<file path="config.mk">
export PLATFORM = sky130hd
export DESIGN_NAME = supply_regs
export DESIGN_NICKNAME = d
export VERILOG_FILES = /design/src/rtl/supply_regs_pkg.sv /design/src/rtl/supply_threshold_table.sv /design/src/rtl/supply_regs.sv
export VERILOG_INCLUDE_DIRS = /design/src /design/src/rtl
export SDC_FILE = /design/constraint.sdc
export NUM_CORES = 1
export LEC_CHECK = 0
export BUFFER_PORTS_ARGS = -buffer_cell sky130_fd_sc_hd__buf_2
export CORE_ASPECT_RATIO = 1.25
export CORE_UTILIZATION = 50
export DETAILED_ROUTE_END_ITERATION = 16
export PLACE_DENSITY_LB_ADDON = 0.2
export SYNTH_ARGS = -nofsm -noshare
export SYNTH_HDL_FRONTEND = slang
export SYNTH_HIERARCHICAL = 1
export SYNTH_SLANG_ARGS = --single-unit
</file>
<file path="constraint.sdc">
create_clock -name i_clk -period 6.4 [get_ports i_clk]
set_input_delay 0.64 -clock i_clk [delete_from_list [all_inputs] [get_ports i_clk]]
set_output_delay 0.64 -clock i_clk [all_outputs]
set_load 0.1 [all_outputs]
</file>
<file path="src/rtl/supply_regs_map.svh">
// Register offsets, field positions, reset values and threshold figures
// ----------------------------------------------------------------------
// ----------------------------------------------------------------------
`ifndef SUPPLY_REGS_MAP_SVH
`define SUPPLY_REGS_MAP_SVH

`define REG_REGULATOR_OFS 6'h10
`define REG_MONITOR_OFS 6'h11

`define REGULATOR_ANALOG_EXT_BIT 7
`define REGULATOR_ANALOG_OK_BIT 6
`define REGULATOR_DIGITAL_EXT_BIT 3
`define REGULATOR_DIGITAL_OK_BIT 2

`define MONITOR_ABOVE_BIT 5
`define MONITOR_RANGE_BIT 4
`define MONITOR_CODE_MSB 3

`define MONITOR_CODE_RESET 4'h2
`define MONITOR_RANGE_RESET 1'h0

// Thresholds in millivolts
`define THR_LOW_BASE_MV 11'h6A4
`define THR_LOW_STEP_MV 11'h032
`define THR_HIGH_BASE_MV 12'h9F6
`define THR_HIGH_STEP_MV 12'h04B

`endif

</file>
<file path="src/rtl/supply_regs_pkg.sv">
// Types shared by the supply regulator and monitor register bank
package supply_regs_pkg;
    typedef enum logic [1:0] {
        PWR_ON,
        PWR_SLEEP,
        PWR_ACTIVE
    } power_state_e;
endpackage : supply_regs_pkg

</file>
<file path="src/rtl/supply_threshold_table.sv">
// Threshold code to millivolt table for the supply monitor
`include "supply_regs_map.svh"

module supply_threshold_table (
    input wire logic i_clk, // Register clock
    input wire logic i_srst, // Synchronous reset, active high
    input wire logic [3:0] i_threshold_code, // Programmed threshold code
    input wire logic i_threshold_high_range, // Range select
    output logic [11:0] o_threshold_mv // Threshold in millivolts, registered
);
    typedef struct packed {
        logic [11:0] mv;
    } table_state_s;

    table_state_s state;
    table_state_s next_state;
    logic [11:0] low_mv;
    logic [11:0] high_mv;

    always_comb begin
        next_state = state;
        low_mv = {1'b0, `THR_LOW_BASE_MV}
            + 12'(i_threshold_code) * {1'b0, `THR_LOW_STEP_MV};
        high_mv = `THR_HIGH_BASE_MV
            + 12'(i_threshold_code) * `THR_HIGH_STEP_MV;
        next_state.mv = i_threshold_high_range ? high_mv : low_mv;
    end

    always_ff @(posedge i_clk) begin
        if (i_srst) begin
            state <= '0;
        end else begin
            state <= next_state;
        end
    end

    assign o_threshold_mv = state.mv;

    chk_table_code_zero : assert property (
        @(posedge i_clk) disable iff (i_srst)
        (i_threshold_code == 4'h0 && !i_threshold_high_range)
        |=> (o_threshold_mv == 12'h6A4))
        else $error("low range code zero is not 1.70V");
    chk_table_high_top : assert property (
        @(posedge i_clk) disable iff (i_srst)
        (i_threshold_code == 4'hF && i_threshold_high_range)
        |=> (o_threshold_mv == 12'hE5B))
        else $error("high range code fifteen is not 3.675V");
endmodule : supply_threshold_table

</file>
<file path="src/rtl/supply_regs.sv">
// Regulator control and supply monitor register bank
`include "supply_regs_map.svh"

module supply_regs (
    input wire logic i_clk, // Internal digital clock, 25 MHz
    input wire logic i_srst, // Synchronous reset, active high
    input wire logic [5:0] i_reg_addr, // Register address from SPI
    input wire logic i_reg_wr, // Write strobe, one cycle
    input wire logic i_reg_rd, // Read strobe, one cycle
    input wire logic [7:0] i_reg_wdata, // Write data
    output logic [7:0] o_reg_rdata, // Read data, registered
    input wire logic i_analog_settled_raw, // Analog supply settled, async
    input wire logic i_digital_settled_raw, // Digital supply settled, async
    input wire logic i_comparator_raw, // Supply above threshold, async
    input wire supply_regs_pkg::power_state_e i_power_state, // Device state
    output logic o_analog_regulator_off, // Analog regulator disable
    output logic o_digital_regulator_off, // Digital regulator disable
    output logic o_monitor_enable, // Comparator enable
    output logic [3:0] o_threshold_code, // Threshold code to comparator
    output logic o_threshold_high_range, // Range select to comparator
    output logic [11:0] o_threshold_mv, // Threshold in millivolts
    output logic o_low_supply_irq // Low supply event, one cycle
);
    typedef struct packed {
        logic analog_ext;
        logic digital_ext;
        logic [3:0] code;
        logic high_range;
        logic [1:0] ana_sync;
        logic [1:0] dig_sync;
        logic [1:0] cmp_sync;
        logic above;
        logic irq;
        logic [7:0] rdata;
    } regs_state_s;

    regs_state_s state;
    regs_state_s next_state;
    logic monitor_on;
    logic analog_ok;
    logic digital_ok;
    logic [7:0] regulator_view;
    logic [7:0] monitor_view;

    // ----------------------------------------------------------------
    // Status views
    // ----------------------------------------------------------------
    assign monitor_on = (i_power_state == supply_regs_pkg::PWR_ACTIVE);
    // Digital status is forced on a read: reads need the digital supply up
    assign analog_ok = state.analog_ext | state.ana_sync[1];
    assign digital_ok = state.digital_ext | state.dig_sync[1]
        | i_reg_rd;

    always_comb begin
        regulator_view = 8'h00;
        regulator_view[`REGULATOR_ANALOG_EXT_BIT] = state.analog_ext;
        regulator_view[`REGULATOR_ANALOG_OK_BIT] = analog_ok;
        regulator_view[`REGULATOR_DIGITAL_EXT_BIT] = state.digital_ext;
        regulator_view[`REGULATOR_DIGITAL_OK_BIT] = digital_ok;
        monitor_view = 8'h00;
        monitor_view[`MONITOR_ABOVE_BIT] = state.above;
        monitor_view[`MONITOR_RANGE_BIT] = state.high_range;
        monitor_view[`MONITOR_CODE_MSB:0] = state.code;
    end

    // ----------------------------------------------------------------
    // Next state
    // ----------------------------------------------------------------
    always_comb begin
        next_state = state;
        next_state.irq = 1'b0;
        // Bit [0] is the first stage; only bit [1] may feed logic
        next_state.ana_sync = {state.ana_sync[0], i_analog_settled_raw};
        next_state.dig_sync = {state.dig_sync[0], i_digital_settled_raw};
        next_state.cmp_sync = {state.cmp_sync[0], i_comparator_raw};
        if (i_reg_wr && i_reg_addr == `REG_REGULATOR_OFS) begin
            next_state.analog_ext =
                i_reg_wdata[`REGULATOR_ANALOG_EXT_BIT];
            next_state.digital_ext =
                i_reg_wdata[`REGULATOR_DIGITAL_EXT_BIT];
        end
        if (i_reg_wr && i_reg_addr == `REG_MONITOR_OFS) begin
            next_state.code = i_reg_wdata[`MONITOR_CODE_MSB:0];
            next_state.high_range = i_reg_wdata[`MONITOR_RANGE_BIT];
        end
        // Above only follows the synchronised comparator while active;
        // in power-on or sleep it is held at zero, so a later wake with
        // a low supply cannot produce a one-to-zero edge
        if (monitor_on) begin
            next_state.above = state.cmp_sync[1];
        end else begin
            next_state.above = 1'b0;
        end
        // Fall of the registered bit; a bit that was never one cannot fall
        next_state.irq = monitor_on && state.above
            && !state.cmp_sync[1];
        if (i_reg_rd) begin
            case (i_reg_addr)
                `REG_REGULATOR_OFS: next_state.rdata = regulator_view;
                `REG_MONITOR_OFS: next_state.rdata = monitor_view;
                default: next_state.rdata = 8'h00;
            endcase
        end
    end

    always_ff @(posedge i_clk) begin
        if (i_srst) begin
            state <= '0;
            state.code <= `MONITOR_CODE_RESET;
            state.high_range <= `MONITOR_RANGE_RESET;
        end else begin
            state <= next_state;
        end
    end

    // ----------------------------------------------------------------
    // Threshold lookup
    // ----------------------------------------------------------------
    supply_threshold_table u_table (
        .i_clk(i_clk),
        .i_srst(i_srst),
        .i_threshold_code(state.code),
        .i_threshold_high_range(state.high_range),
        .o_threshold_mv(o_threshold_mv)
    );

    assign o_reg_rdata = state.rdata;
    assign o_analog_regulator_off = state.analog_ext;
    assign o_digital_regulator_off = state.digital_ext;
    assign o_monitor_enable = monitor_on;
    assign o_threshold_code = state.code;
    assign o_threshold_high_range = state.high_range;
    assign o_low_supply_irq = state.irq;

    // ----------------------------------------------------------------
    // Checks: regulator register
    // ----------------------------------------------------------------
    chk_analog_off_write : assert property (
        @(posedge i_clk) disable iff (i_srst)
        (i_reg_wr && i_reg_addr == 6'h10)
        |=> (o_analog_regulator_off == $past(i_reg_wdata[7])))
        else $error("analog regulator select not taken from bit 7");

    chk_digital_off_write : assert property (
        @(posedge i_clk) disable iff (i_srst)
        (i_reg_wr && i_reg_addr == 6'h10)
        |=> (o_digital_regulator_off == $past(i_reg_wdata[3])))
        else $error("digital regulator select not taken from bit 3");

    chk_regulator_hold : assert property (
        @(posedge i_clk) disable iff (i_srst)
        !(i_reg_wr && i_reg_addr == 6'h10)
        |=> ($stable(o_analog_regulator_off)
            && $stable(o_digital_regulator_off)))
        else $error("regulator selects changed without a write");

    chk_reset_offs : assert property (
        @(posedge i_clk) disable iff (i_srst)
        $fell(i_srst)
        |-> (!o_analog_regulator_off && !o_digital_regulator_off))
        else $error("regulator selects not zero after reset");

    chk_ext_read_back : assert property (
        @(posedge i_clk) disable iff (i_srst)
        (i_reg_rd && i_reg_addr == 6'h10)
        |=> (o_reg_rdata[7] == $past(o_analog_regulator_off)
            && o_reg_rdata[3] == $past(o_digital_regulator_off)))
        else $error("regulator selects not read back");

    chk_analog_ok_ext : assert property (
        @(posedge i_clk) disable iff (i_srst)
        (i_reg_rd && i_reg_addr == 6'h10 && o_analog_regulator_off)
        |=> o_reg_rdata[6])
        else $error("analog settled not one with external select");

    chk_analog_ok_sync : assert property (
        @(posedge i_clk) disable iff (i_srst)
        (i_reg_rd && i_reg_addr == 6'h10 && !o_analog_regulator_off)
        |=> (o_reg_rdata[6] == $past(state.ana_sync[1])))
        else $error("analog settled does not follow its synchroniser");

    chk_digital_ok_read : assert property (
        @(posedge i_clk) disable iff (i_srst)
        (i_reg_rd && i_reg_addr == 6'h10)
        |=> o_reg_rdata[2])
        else $error("digital settled not one on a register read");

    // Settled inputs are asynchronous, so both stages must be present
    chk_sync_stages : assert property (
        @(posedge i_clk) disable iff (i_srst)
        !$past(i_srst)
        |-> (state.ana_sync[1] == $past(state.ana_sync[0])
            && state.dig_sync[1] == $past(state.dig_sync[0])))
        else $error("settled synchroniser skipped a stage");

    chk_reserved_zero : assert property (
        @(posedge i_clk) disable iff (i_srst)
        (i_reg_rd && i_reg_addr == 6'h10)
        |=> (o_reg_rdata[5:4] == 2'h0 && o_reg_rdata[1:0] == 2'h0))
        else $error("reserved regulator bits not zero");

    // ----------------------------------------------------------------
    // Checks: monitor register and read path
    // ----------------------------------------------------------------
    chk_code_write : assert property (
        @(posedge i_clk) disable iff (i_srst)
        (i_reg_wr && i_reg_addr == 6'h11)
        |=> (o_threshold_code == $past(i_reg_wdata[3:0])
            && o_threshold_high_range == $past(i_reg_wdata[4])))
        else $error("threshold fields not written");

    chk_code_hold : assert property (
        @(posedge i_clk) disable iff (i_srst)
        !(i_reg_wr && i_reg_addr == 6'h11)
        |=> ($stable(o_threshold_code) && $stable(o_threshold_high_range)))
        else $error("threshold fields changed without a write");

    chk_reset_code : assert property (
        @(posedge i_clk) disable iff (i_srst)
        $fell(i_srst)
        |-> (o_threshold_code == 4'h2 && !o_threshold_high_range))
        else $error("threshold fields not at their reset values");

    chk_monitor_read : assert property (
        @(posedge i_clk) disable iff (i_srst)
        (i_reg_rd && i_reg_addr == 6'h11)
        |=> (o_reg_rdata[5:0] == $past({state.above,
            o_threshold_high_range, o_threshold_code})))
        else $error("monitor register fields not read back");

    chk_monitor_reserved : assert property (
        @(posedge i_clk) disable iff (i_srst)
        (i_reg_rd && i_reg_addr == 6'h11)
        |=> (o_reg_rdata[7:6] == 2'h0))
        else $error("reserved monitor bits not zero");

    chk_unmapped_read : assert property (
        @(posedge i_clk) disable iff (i_srst)
        (i_reg_rd && i_reg_addr != 6'h10 && i_reg_addr != 6'h11)
        |=> (o_reg_rdata == 8'h00))
        else $error("unmapped read did not return zero");

    chk_rdata_hold : assert property (
        @(posedge i_clk) disable iff (i_srst)
        !i_reg_rd
        |=> $stable(o_reg_rdata))
        else $error("read data changed without a read");

    // The threshold is registered, so its first value follows reset
    chk_mv_range : assert property (
        @(posedge i_clk) disable iff (i_srst)
        !$past(i_srst)
        |-> (o_threshold_mv >= 12'h6A4 && o_threshold_mv <= 12'hE5B))
        else $error("threshold outside the table range");

    // ----------------------------------------------------------------
    // Checks: comparison bit and interrupt
    // ----------------------------------------------------------------
    chk_irq_on_fall : assert property (
        @(posedge i_clk) disable iff (i_srst)
        o_low_supply_irq
        |-> ($past(state.above) && !state.above))
        else $error("interrupt without a one-to-zero fall");

    chk_fall_raises_irq : assert property (
        @(posedge i_clk) disable iff (i_srst)
        (monitor_on && state.above && !state.cmp_sync[1])
        |=> o_low_supply_irq)
        else $error("one-to-zero fall raised no interrupt");

    chk_irq_one_cycle : assert property (
        @(posedge i_clk) disable iff (i_srst)
        o_low_supply_irq
        |=> !o_low_supply_irq)
        else $error("interrupt pulse longer than one cycle");

    chk_irq_sleep : assert property (
        @(posedge i_clk) disable iff (i_srst)
        !monitor_on
        |=> (!o_low_supply_irq && !state.above))
        else $error("monitor acted outside the active state");

    chk_irq_active_only : assert property (
        @(posedge i_clk) disable iff (i_srst)
        o_low_supply_irq
        |-> $past(monitor_on))
        else $error("interrupt decided while the monitor was off");

    chk_wake_no_irq : assert property (
        @(posedge i_clk) disable iff (i_srst)
        (monitor_on && !$past(monitor_on))
        |=> !o_low_supply_irq)
        else $error("interrupt right after the monitor woke");

    chk_low_stays_quiet : assert property (
        @(posedge i_clk) disable iff (i_srst)
        !state.above
        |=> !o_low_supply_irq)
        else $error("interrupt while the comparison bit was zero");

    chk_cmp_latency : assert property (
        @(posedge i_clk) disable iff (i_srst)
        (monitor_on && $past(monitor_on) && $past(monitor_on, 2)
            && $past(monitor_on, 3))
        |-> (state.above == $past(i_comparator_raw, 3)))
        else $error("comparison bit not three cycles behind comparator");

    chk_above_follows : assert property (
        @(posedge i_clk) disable iff (i_srst)
        (monitor_on && state.cmp_sync[1])
        |=> state.above)
        else $error("comparison bit missed a high comparator");
endmodule : supply_regs

</file>
# After elaboration in Yosys (flattened, before gate mapping)
# Cells that the tools add are included.
# Widths: inputs -> output; s select.
# totals
elab_cells	30
register_bits	35
# classes
muxes	2
n_mul	2
add_sub_neg	2
reduce_logical	6
bitwise_logic	4
n_eq_ne	3
# op_table
op	count
$pmux 8 s2	1
$add 11x10->12 const A	1
$add 12x11->12 const A	1
$eq 6x5->1 const B	2
$mux 12	1
$mul 4x7->11 const B	1
$mul 4x5->9 const B	1
$logic_and 1x1->1	4
$or 1x1->1	3
$eq 2x2->1 const B	1
$reduce_or 2->1	1
$logic_not 1->1	1
$not 1->1	1

# Longest topological paths before layout
# Gate-level depths: netlist (run 1).
# logic_depth
depth_word	3
depth_mapped	11
depth_no_buf	11

# By module
# The synthesis (run 1) kept the hierarchy.
# by_module_without_submodules
mod	instances	area_each_um2	seq_area_each_um2	cells_each
supply_threshold_table	1	1296.2	240.2	147
supply_regs	1	962.2	420.4	98

# Worst setup path after synthesis (run 1)
# No wires, ideal clock.
# synth_path
kind	register to register
from	reg state, in the netlist o_threshold_code[2]
to	reg u_table.state, in the netlist u_table/o_threshold_mv[8]
path_slack_ns	3.344
t_required_ns	6.307
synth_period_minus_slack_ns	3.056
t_arrival_ns	2.963
path_buffers	0
path_stages_with_launch	11
cell_sequence	dfxtp_1 > inv_1 > ha_1 > xnor2_1 > xnor2_1 > ha_1 > fa_1 > a211o_1 > a211o_1 > a211o_1 > o311ai_2
# synth_between
elab_chain_cells	3
elab_cells_between_ends	5
# synth_rtl
item	line	text
start: declaration	supply_regs.sv:37	regs_state_s state;
start signal: assignment	supply_regs.sv:112	state <= next_state;
$mul 4x7->11 (no line) or $mul 4x5->9 (tied branches)	n/a	
$add 12x11->12 (no line) or $add 11x10->12 (tied branches)	n/a	
$mux 12 (*)	supply_threshold_table.sv:26	next_state.mv = i_threshold_high_range ? high_mv : low_mv;
end signal: assignment	supply_threshold_table.sv:33	state <= next_state;
end: declaration	supply_threshold_table.sv:15	table_state_s state;
# Mark *: on every way between the ends. The rest lies on a longest branch, timed or not.
# A chain may end at the register's enable or synchronous reset.

# Final worst setup path (run 1)
# Same ends and word-level chain as after synthesis.

==> impl_metrics.toml, run 1 <==
[run_status]
outcome = "finished, final reports clean"

[flow_run]
max-cap-violations = 0

[layout]
design_area_mm2 = 0.00256
multi_input_area_mm2 = 0.00143
layout.nets = 335
fillCellCount = 381
area_growth_syn_to_layout_pct = 13.2
regArea_um2 = 661
fin_cells = 338
drive_gt1_share_pct = 24.5
antenna_cells = 0

[die]
die-width_um = 62.1
die_h_um = 77.1
rows = 26
ios = 52
die_area_mm2 = 0.00479
coreArea_mm2 = 0.00420
start_util_pct = 53.8

[routing]
drt_iter0_markers = 40
drt-total-wl_mm = 4.66
antenna_left = 0
vias = 1823
first_pass_iters = 4
routed_via_density = 5.39
wl_per_cell_um = 13.8
drc = 0

[critical_path]
required_ns = 6.61
r2r_start = "o_threshold_code[2]$_SDFFE_PP0P_"
arrival_ns = 3.64
crit_fanout = 10
path_class = "flip-flop to flip-flop"
critPathCaptureType = "flip-flop"
start_kind = "flip-flop"
reg2regPathDepth = 10
r2r_end = "u_table/o_threshold_mv[8]$_SDFF_PP0_"
r2r_setup_slack_ns = 2.96

[timing]
finClkSkew_ns = 0.00397
rsz0062_at_grt = "false"
maxSlewHeadroom_pct = 50.0
finalCriticalPeriod_ns = 3.44
maxSlewViolCount = 0
fmax_mhz = 291
setup_tns_ns = 0
worstMarginPinSlew_ns = 0.746
setup_viol = 0
fin_crit_sh_pct = 53.7
hold_violations = 0

[min_path]
min_delay_worst_endpoint = "o_low_supply_irq$_SDFF_PP0_"
hold_path.startpoint = "state[11]$_SDFF_PP0_"
hold_path_depth = 1
hp-class = "flip-flop to flip-flop"

[synthesis]
yosysWarningCount = 6
synth_edf_count = 0
ys_types = 51
synth.avg_cell_area_um2 = 9.22
postSynthRegisterBits = 33
synth_ff_type = "dfxtp_1"
ys_seq_area_share_pct = 29.3
synthArstFlopShare_pct = 0
synth_area_mm2 = 0.00226
syn_inst = 245
syn-num-nets = 299

[clock_network]
root_buffer = "clkbuf_8"
clk_pin_slew_ns = 0.08
cts_tree = "built"
cts-resized-gates = 0
clock_path_buffers = 2
clk_latency_ns = 0.29
numClockSinks = 33
cts_hold_buf = 0
post_cts_buffers = 0
cts.htree.levels = 2
cts_buffers = 5

[grt]
overflow = 0
grt_pass1_vias = 1701
grt_pass1_wl_mm = 7.71
grt_usage_pct = 20.5
grt_max_degree = 41
grt_antenna_before_repair = 0

[place]
port_buffers = 48
place_hpwl_mm = 3.36
place.gp.congestion = 0.824
postPlaceCellArea_mm2 = 0.00244
numPlacedInstances = 330

[pwr]
p_leak_uw = 0.00120
p_per_area_mw_per_mm2 = 181
vdd_drop_max_v = 0.000190
-- cell usage after synthesis (2+ instances only) --
library cell | instances | share of area [%]
dfxtp_1 | 33 | 29
ha_1 | 29 | 16
a21oi_1 | 21 | 4.7
nand2b_1 | 15 | 4.2
buf_4 | 12 | 4.0
inv_1 | 12 | 2.0
nor2_1 | 12 | 2.0
nand2_1 | 10 | 1.7
nand4_1 | 10 | 2.8
a21o_1 | 7 | 2.3
nor2b_1 | 6 | 1.7
o21ai_0 | 6 | 1.3
a211o_1 | 5 | 1.9
mux2i_1 | 5 | 2.2
nand3_1 | 5 | 1.1
xor2_1 | 5 | 1.9
xnor2_1 | 4 | 1.6
buf_2 | 3 | 0.66
nor3_1 | 3 | 0.66
o32ai_1 | 3 | 1.2
a211oi_1 | 2 | 0.66
and3_1 | 2 | 0.55
and3b_1 | 2 | 0.78
clkbuf_1 | 2 | 0.33
fa_1 | 2 | 1.8
nand4b_1 | 2 | 0.78
o211ai_1 | 2 | 0.66
o21a_1 | 2 | 0.66
-- cells by family (layout without fill, tap and decap cells) --
logic type                 count (synthesis)  after routing  synth area share [%]
adders and majority gates                 31             31                  17.8
AOI/OAI and AO/OA                         58             58                  18.3
xor gates and xnor gates                  10             10                  4.21
buffers and inverters                     31             68                  7.65
muxes                                      5              5                  2.22
DFF                                       33             33                  29.3
and+or+nand+nor                           77             77                  20.6
-- cells in the final DEF, fill, tap and decap left out, types with 2 or more instances in the layout --
master and count:
a211oi_1 2, nand2_1 10, inv_1 12, and3b_1 2, mux2i_1 5, nor2_1 12, buf_2 48, nand2b_1 15
o32ai_1 3, and3_1 2, nor2b_1 6, nand4_1 10, xnor2_1 4, o211ai_1 2, nor3_1 3, o21a_1 2
a21oi_1 21, fa_1 2, a211o_1 5, xor2_1 5, ha_1 29, o21ai_0 6, a21o_1 7, clkbuf_8 5
nand3_1 5, nand4b_1 2, dfxtp_1 33
-- layer usage --
layer	share of wire, %	up-vias	track usage (%)	wire [µm]
met1	45	823	23.0	2070
li1	-	946	-	-
met2	50	46	36.8	2320
met5	0	-	0	0
met4	2.1	0	10.0	97
met3	3.6	8	3.57	170
-- cell type report --
class	count	area share (%)
clock buffer	5	2.69
clock inverter	3	1.81
inverter	12	1.76
multi-input combinational	181	55.8
sequential	33	25.8
tap	56	2.74
timing repair buffer	48	9.40
-- worst max path at each step --
stage / start / end / slack [ns] / depth (start not counted)
floorplan: o_threshold_code[2]$_SDFFE_PP0P_ / u_table/o_threshold_mv[8]$_SDFF_PP0_ / 3.34 / 10
global placement: o_threshold_code[2]$_SDFFE_PP0P_ / u_table/o_threshold_mv[8]$_SDFF_PP0_ / 3.06 / 10
detailed placement: o_threshold_code[2]$_SDFFE_PP0P_ / u_table/o_threshold_mv[8]$_SDFF_PP0_ / 2.98 / 10
CTS: o_threshold_code[2]$_SDFFE_PP0P_ / u_table/o_threshold_mv[8]$_SDFF_PP0_ / 2.96 / 10
global route: o_threshold_code[2]$_SDFFE_PP0P_ / u_table/o_threshold_mv[8]$_SDFF_PP0_ / 2.81 / 10
finish: o_threshold_code[2]$_SDFFE_PP0P_ / u_table/o_threshold_mv[8]$_SDFF_PP0_ / 2.96 / 10
-- critical path, stage by stage (launching register included) --
cell,delay [ns]
dfxtp_1,0.53
inv_1,0.23
ha_1,0.44
xnor2_1,0.17
xnor2_1,0.15
ha_1,0.34
fa_1,0.50
a211o_1,0.36
a211o_1,0.30
a211o_1,0.27
o311ai_2,0.06
-- power breakdown --
group | switching, µW | internal, µW
combinational | 35.3 | 14.6
sequential | 1.21 | 208
clock | 87.2 | 117
total | 124 | 340
-- sequential cells by signal (all words and copies together), names as in the netlist --
register	count
o_low_supply_irq	1
o_digital_regulator_off	1
u_table/o_threshold_mv	12
o_analog_regulator_off	1
state	2
o_threshold_high_range	1
o_threshold_code	4
monitor_view	1
next_state	2
o_reg_rdata	8
-- per-stage QoR --
step	power (µW)	setup WS [ns]	hold WS, ns	utilization [%]
2_1_floorplan	251	3.34	0.389	-
3_3_place_gp	264	3.06	0.417	58.2
3_5_place_dp	264	2.98	0.409	58.2
4_1_cts	469	2.96	0.427	60.9
5_1_grt	480	2.81	0.458	60.9
6_report	463	2.96	0.425	60.9
Note: power is estimated with default switching activity, not from simulation.
==> run 2, diff against run 1 <==
--- a/config.mk
+++ b/config.mk
@@ -6,6 +6,7 @@
 export SDC_FILE = /design/constraint.sdc
 export NUM_CORES = 1
 export LEC_CHECK = 0
+export ABC_AREA = 1
 export BUFFER_PORTS_ARGS = -buffer_cell sky130_fd_sc_hd__buf_2
 export CORE_ASPECT_RATIO = 1.25
 export CORE_UTILIZATION = 50
==> constraint.sdc (replaced) <==
create_clock -name i_clk -period 3.5 [get_ports i_clk]
set_input_delay 0.35 -clock i_clk [delete_from_list [all_inputs] [get_ports i_clk]]
set_output_delay 0.35 -clock i_clk [all_outputs]
set_load 0.1 [all_outputs]
==> impl_metrics.toml, run 2 <==
[layout]
regArea_um2 = 661
mostFrequentLayoutCells = "nand2_1 (72), buf_2 (48), inv_1 (45), nor2_1 (38), dfxtp_1 (33)"
design_area_mm2 = 0.00261
antenna_cells = 0
regMostFlops = "u_table/o_threshold_mv"
layout.nets = 415
fillCellCount = 435
area_growth_syn_to_layout_pct = 12.9
drive_gt1_share_pct = 19.6
fin_cells = 420
layout_commonest_cell = "nand2_1"
multi_input_area_mm2 = 0.00135
largest_reg_flops = 12

[die]
start_util_pct = 52.2
rows = 27
die_h_um = 78.0
coreArea_mm2 = 0.00443
ios = 52
die-width_um = 62.8
die_area_mm2 = 0.00490

[synthesis]
synth_area_mm2 = 0.00231
yosys-top-cells-count = "nand2_1 (72), inv_1 (45), nor2_1 (38)"
yosysWarningCount = 6
ys_types = 28
synth_ff_type = "dfxtp_1"
ys_seq_area_share_pct = 28.6
synth.avg_cell_area_um2 = 7.22
synth.most_common_cell = "nand2_1"
syn_inst = 320
synthArstFlopShare_pct = 0
synthTopCellsByArea = "dfxtp_1 (29%), ha_1 (16%), nand2_1 (12%)"
synth_top_area_share_pct = 28.6
postSynthRegisterBits = 33
syn-num-nets = 374
synth_edf_count = 0
yosysTopAreaCell = "dfxtp_1"

[critical_path]
cp_num_buf_inv = 0
required_ns = 3.72
path_class = "flip-flop to flip-flop"
path_cells = "ha_1 -> xnor2_1 -> xor2_1 -> ha_1 -> fa_1 -> nand3_1 -> nand3_1 -> nand3_1 -> nand2_1 -> nand2_1 -> nand2_1 -> a21oi_1"
start_kind = "flip-flop"
crit_fanout = 12
r2r_setup_slack_ns = 0.73
cp_top_family = "adder cells"
critPathCaptureType = "flip-flop"
slowest_stage = "dfxtp_1"
cpPeakStageDelay_ns = 0.57
arrival_ns = 2.99

[timing]
worstMarginPinSlew_ns = 0.549
hold_violations = 0
finClkSkew_ns = 0.00438
maxSlewViolCount = 0
rsz0062_at_grt = "false"
finalCriticalPeriod_ns = 2.77
maxSlewHeadroom_pct = 63.4
fin_crit_sh_pct = 79.2
setup_tns_ns = 0
fmax_mhz = 361
setup_viol = 0

[clock_network]
clk_latency_ns = 0.28
post_cts_buffers = 0
cts_buffers = 5
clock_path_buffers = 2
cts.htree.levels = 2
numClockSinks = 33
cts-resized-gates = 0
cts_hold_buf = 0
cts_tree = "built"
root_buffer = "clkbuf_8"
clk_pin_slew_ns = 0.07

[flow_run]
max-cap-violations = 0

[run_status]
outcome = "finished, final reports clean"

[pwr]
pwr-share-comb_pct = 14.5
p_seq_share_pct = 49.1
p_int_uw = 549
p_sw_uw = 236
total_power_uw = 785
p_sw_share_pct = 30.0
p_leak_uw = 0.00147
power_frac_clock_pct = 36.5
vdd_drop_max_v = 0.000239
p_per_area_mw_per_mm2 = 301

[routing]
vias = 2022
drt_iter0_markers = 52
first_pass_iters = 4
drc = 0
drt-total-wl_mm = 4.66
routed_via_density = 4.81
wl_per_cell_um = 11.1
antenna_left = 0

[place]
postPlaceCellArea_mm2 = 0.00252
numPlacedInstances = 412
port_buffers = 48
place.gp.congestion = 0.816
place_hpwl_mm = 3.67

[grt]
grt_max_degree = 18
grt_use_met1_pct = 21.4
globalRouteMet3Util_pct = 4.51
grt_pass1_wl_mm = 7.98
grt_usage_pct = 20.9
grt_antenna_before_repair = 0
grt_busiest_layer = "met2"
grt.met2_usage_pct = 39.1
overflow = 0
grt_pass1_vias = 1934

[min_path]
hp-class = "input pin to flip-flop"
-- run 2: cell count changes after synthesis, moves of 5 or more --
cell | before | now
a21o_1 | 7 | 0
nand2b_1 | 15 | 0
mux2i_1 | 5 | 0
a211o_1 | 5 | 0
nor2b_1 | 6 | 0
nor2_1 | 12 | 38
nand2_1 | 10 | 72
inv_1 | 12 | 45
nand3_1 | 5 | 25
nand4_1 | 10 | 4
-- run 2: final cells by class --
class	instances	area share [%]
clock buffers	5	2.64
clock inverters	3	0.671
inverters	48	6.91
multi-input cells	223	51.9
flip-flops and latches	33	25.3
well taps	58	2.78
repair buffers	50	9.78
-- run 2: metal layers --
layer  wire [µm]  up-vias
met4         144        0
met5           0        -
met1        1950      883
met3         209       11
li1            -     1072
met2        2350       56
-- run 2: worst register-to-register path, delay by kind of cell (launching register included) --
| family | cells | cell delay [ns] |
|---|---|---|
| AOI/OAI and AO/OA | 1 | 0.11 |
| xor gates and xnor gates | 2 | 0.38 |
| adders and majority gates | 3 | 1.15 |
| DFF | 1 | 0.57 |
| and+or+nand+nor | 6 | 0.49 |
-- run 2: through the flow --
step	hold slack (ns)	worst slack, ns	utilization, %
3_5_place_dp	0.397	0.746	57.0
2_1_floorplan	0.388	0.829	-
5_1_grt	0.267	0.523	58.9
3_3_place_gp	0.391	0.776	57.0
4_1_cts	0.254	0.721	58.9
6_report	0.263	0.728	58.9
-- run 2: path summary, 6_finish.rpt --
check	cells past startpoint	startpoint	to
worst min-delay path	3	i_analog_settled_raw	next_state[15]$_SDFF_PP0_
worst max register to register	12	o_threshold_code[3]$_SDFFE_PP0P_	u_table/o_threshold_mv[10]$_SDFF_PP0_
worst min register to register	2	next_state[11]$_SDFF_PP0_	state[11]$_SDFF_PP0_
worst max-delay path	12	o_threshold_code[3]$_SDFFE_PP0P_	u_table/o_threshold_mv[10]$_SDFF_PP0_
-- run 2: cell families (layout without fill, tap and decap cells) --
kind of cell    after synthesis  in the layout  synth area share, %
flops                        33             33                 28.6
fa+ha+maj                    31             31                 17.4
xor+xnor                     11             11                 4.17
simple gates                153            153                 30.6
buf+inv                      64            106                 12.8
compound gates               28             28                 6.39
-- run 2: power by group through the flow --
stage | Sequential, µW | Clock (µW) | Combinational, µW
finish | 385 | 286 | 113
CTS | 385 | 293 | 114
global placement | 394 | 0 | 113
floorplan | 427 | 0 | 53.1
detailed placement | 394 | 0 | 114
global route | 386 | 308 | 123
==> run 3, diff against run 2 <==
--- a/config.mk
+++ b/config.mk
@@ -6,7 +6,7 @@
 export SDC_FILE = /design/constraint.sdc
 export NUM_CORES = 1
 export LEC_CHECK = 0
-export ABC_AREA = 1
+export ABC_AREA = 0
 export BUFFER_PORTS_ARGS = -buffer_cell sky130_fd_sc_hd__buf_2
 export CORE_ASPECT_RATIO = 1.25
 export CORE_UTILIZATION = 50
==> constraint.sdc (replaced) <==
create_clock -name i_clk -period 2.9 [get_ports i_clk]
set_input_delay 0.29 -clock i_clk [delete_from_list [all_inputs] [get_ports i_clk]]
set_output_delay 0.29 -clock i_clk [all_outputs]
set_load 0.1 [all_outputs]
==> impl_metrics.toml, run 3 (synthesis gave the netlist of run 1 again) <==
[timing]
fin_crit_sh_pct = 95.6
worstMarginPinSlew_ns = 0.711
maxSlewHeadroom_pct = 52.4
maxSlewViolCount = 0
finClkSkew_ns = 0.00463
hold_violations = 0
finalCriticalPeriod_ns = 2.77
setup_tns_ns = 0
fmax_mhz = 361
setup_viol = 0
rsz0062_at_grt = "false"

[place]
place_hpwl_mm = 3.62
postPlaceCellArea_mm2 = 0.00250
port_buffers = 48
place.gp.congestion = 0.857

[pwr]
vdd_drop_max_v = 0.000288
total_power_uw = 961
p_leak_uw = 0.00122
p_per_area_mw_per_mm2 = 367

[grt]
grt_pass1_vias = 1847
grt_pass1_wl_mm = 8.15
grt_antenna_before_repair = 0
grt_usage_pct = 21.2
overflow = 0
grt_max_degree = 41

[clock_network]
root_buffer = "clkbuf_8"
cts.htree.levels = 2
clk_pin_slew_ns = 0.07
cts_tree = "built"
clock_path_buffers = 2
post_cts_buffers = 0
cts_buffers = 5
numClockSinks = 33
clk_latency_ns = 0.29
cts_hold_buf = 0
cts-resized-gates = 0

[critical_path]
required_ns = 3.10
path_class = "flip-flop to flip-flop"
start_kind = "flip-flop"
r2r_setup_slack_ns = 0.13
critPathCaptureType = "flip-flop"
path_cells = "inv_1 -> buf_4 -> ha_2 -> inv_1 -> ha_1 -> a21o_1 -> ha_1 -> ha_1 -> o21a_1 -> a211o_1 -> a211o_1 -> o311ai_2"
reg2regPathDepth = 12
crit_fanout = 5
r2r_end = "u_table/o_threshold_mv[8]$_SDFF_PP0_"
arrival_ns = 2.97
cpPeakStageDelay_ns = 0.36
r2r_start = "o_threshold_code[2]$_SDFFE_PP0P_"
crit_path_frequent_cell = "ha_1"
slowest_stage = "ha_1"

[routing]
wl_met1_mm = 2.02
antenna_left = 0
routed_via_density = 5.61
maxUsedRoutingLayer = "met4"
wl_per_cell_um = 14.2
drt-total-wl_mm = 4.89
drc = 0
drt_iter0_markers = 55
wl_met3_um = 207
vias = 1930
first_pass_iters = 4
met2_length_mm = 2.54

[flow_run]
max-cap-violations = 0

[die]
rows = 26
die_area_mm2 = 0.00479
coreArea_mm2 = 0.00420
ios = 52
die_h_um = 77.1
die-width_um = 62.1
start_util_pct = 53.8

[min_path]
hold_path_depth = 2
hp-class = "input pin to flip-flop"
hold_path.startpoint = "i_comparator_raw"
min_delay_worst_endpoint = "next_state[11]$_SDFF_PP0_"

[layout]
largest_reg_flops = 12
design_area_mm2 = 0.00262
layout_commonest_cell = "buf_2"
regMostFlops = "u_table/o_threshold_mv"
drive_gt1_share_pct = 27.8
layout.nets = 341
fin_util_pct = 62.4
area_growth_syn_to_layout_pct = 16.0
antenna_cells = 0
mostFrequentLayoutCells = "buf_2 (48), dfxtp_1 (32), ha_1 (26), a21oi_1 (21), nand2b_1 (15)"

[run_status]
outcome = "finished, final reports clean"
## run 3: area by class of cell
type / instances / area (µm²)
fill: 354 / 1580
timing repair buffer: 54 / 285
clock inverter: 1 / 5.00
inverter: 12 / 45.0
tap: 56 / 70.1
clock buffer: 7 / 96.3
sequential: 33 / 662
multi-input combinational: 181 / 1460
## run 3: worst max path at each step
stage | startpoint | to | cells after the start
global route | o_threshold_code[2]$_SDFFE_PP0P_ | u_table/o_threshold_mv[8]$_SDFF_PP0_ | 12
detailed placement | o_threshold_code[2]$_SDFFE_PP0P_ | u_table/o_threshold_mv[8]$_SDFF_PP0_ | 10
finish | o_threshold_code[2]$_SDFFE_PP0P_ | u_table/o_threshold_mv[8]$_SDFF_PP0_ | 12
global placement | o_threshold_code[2]$_SDFFE_PP0P_ | u_table/o_threshold_mv[8]$_SDFF_PP0_ | 10
CTS | o_threshold_code[2]$_SDFFE_PP0P_ | u_table/o_threshold_mv[8]$_SDFF_PP0_ | 11
floorplan | o_threshold_code[2]$_SDFFE_PP0P_ | u_table/o_threshold_mv[8]$_SDFF_PP0_ | 10
## run 3: worst max-delay path: cells and delay by family (launching register included)
family / cells / cell delay, ns
compound gates: 5 / 1.04
flops: 1 / 0.32
buf+inv: 3 / 0.32
fa+ha+maj: 4 / 1.00
## run 3: routing by layer
metal  GRT usage (%)  vias up
met5               0        -
met4            10.0        0
met3            3.57       12
met2            40.2       57
met1            22.4      905
li1                -      956
## run 3: metrics by stage
| step | setup WS [ns] | hold slack (ns) | std cells |
|---|---|---|---|
| after CTS | 0.0489 | 0.213 | 344 |
| after floorplan | 0.0427 | 0.368 | 245 |
| after global placement | 0.117 | 0.415 | 336 |
| after detailed placement | 0.0784 | 0.413 | 336 |
| final | 0.127 | 0.212 | 344 |
| after global routing | 0.0279 | 0.224 | 344 |
## run 3: report_power, final
group / internal [µW] / switching (µW)
sequential: 460 / 2.22
combinational: 33.5 / 79.3
clock: 215 / 171
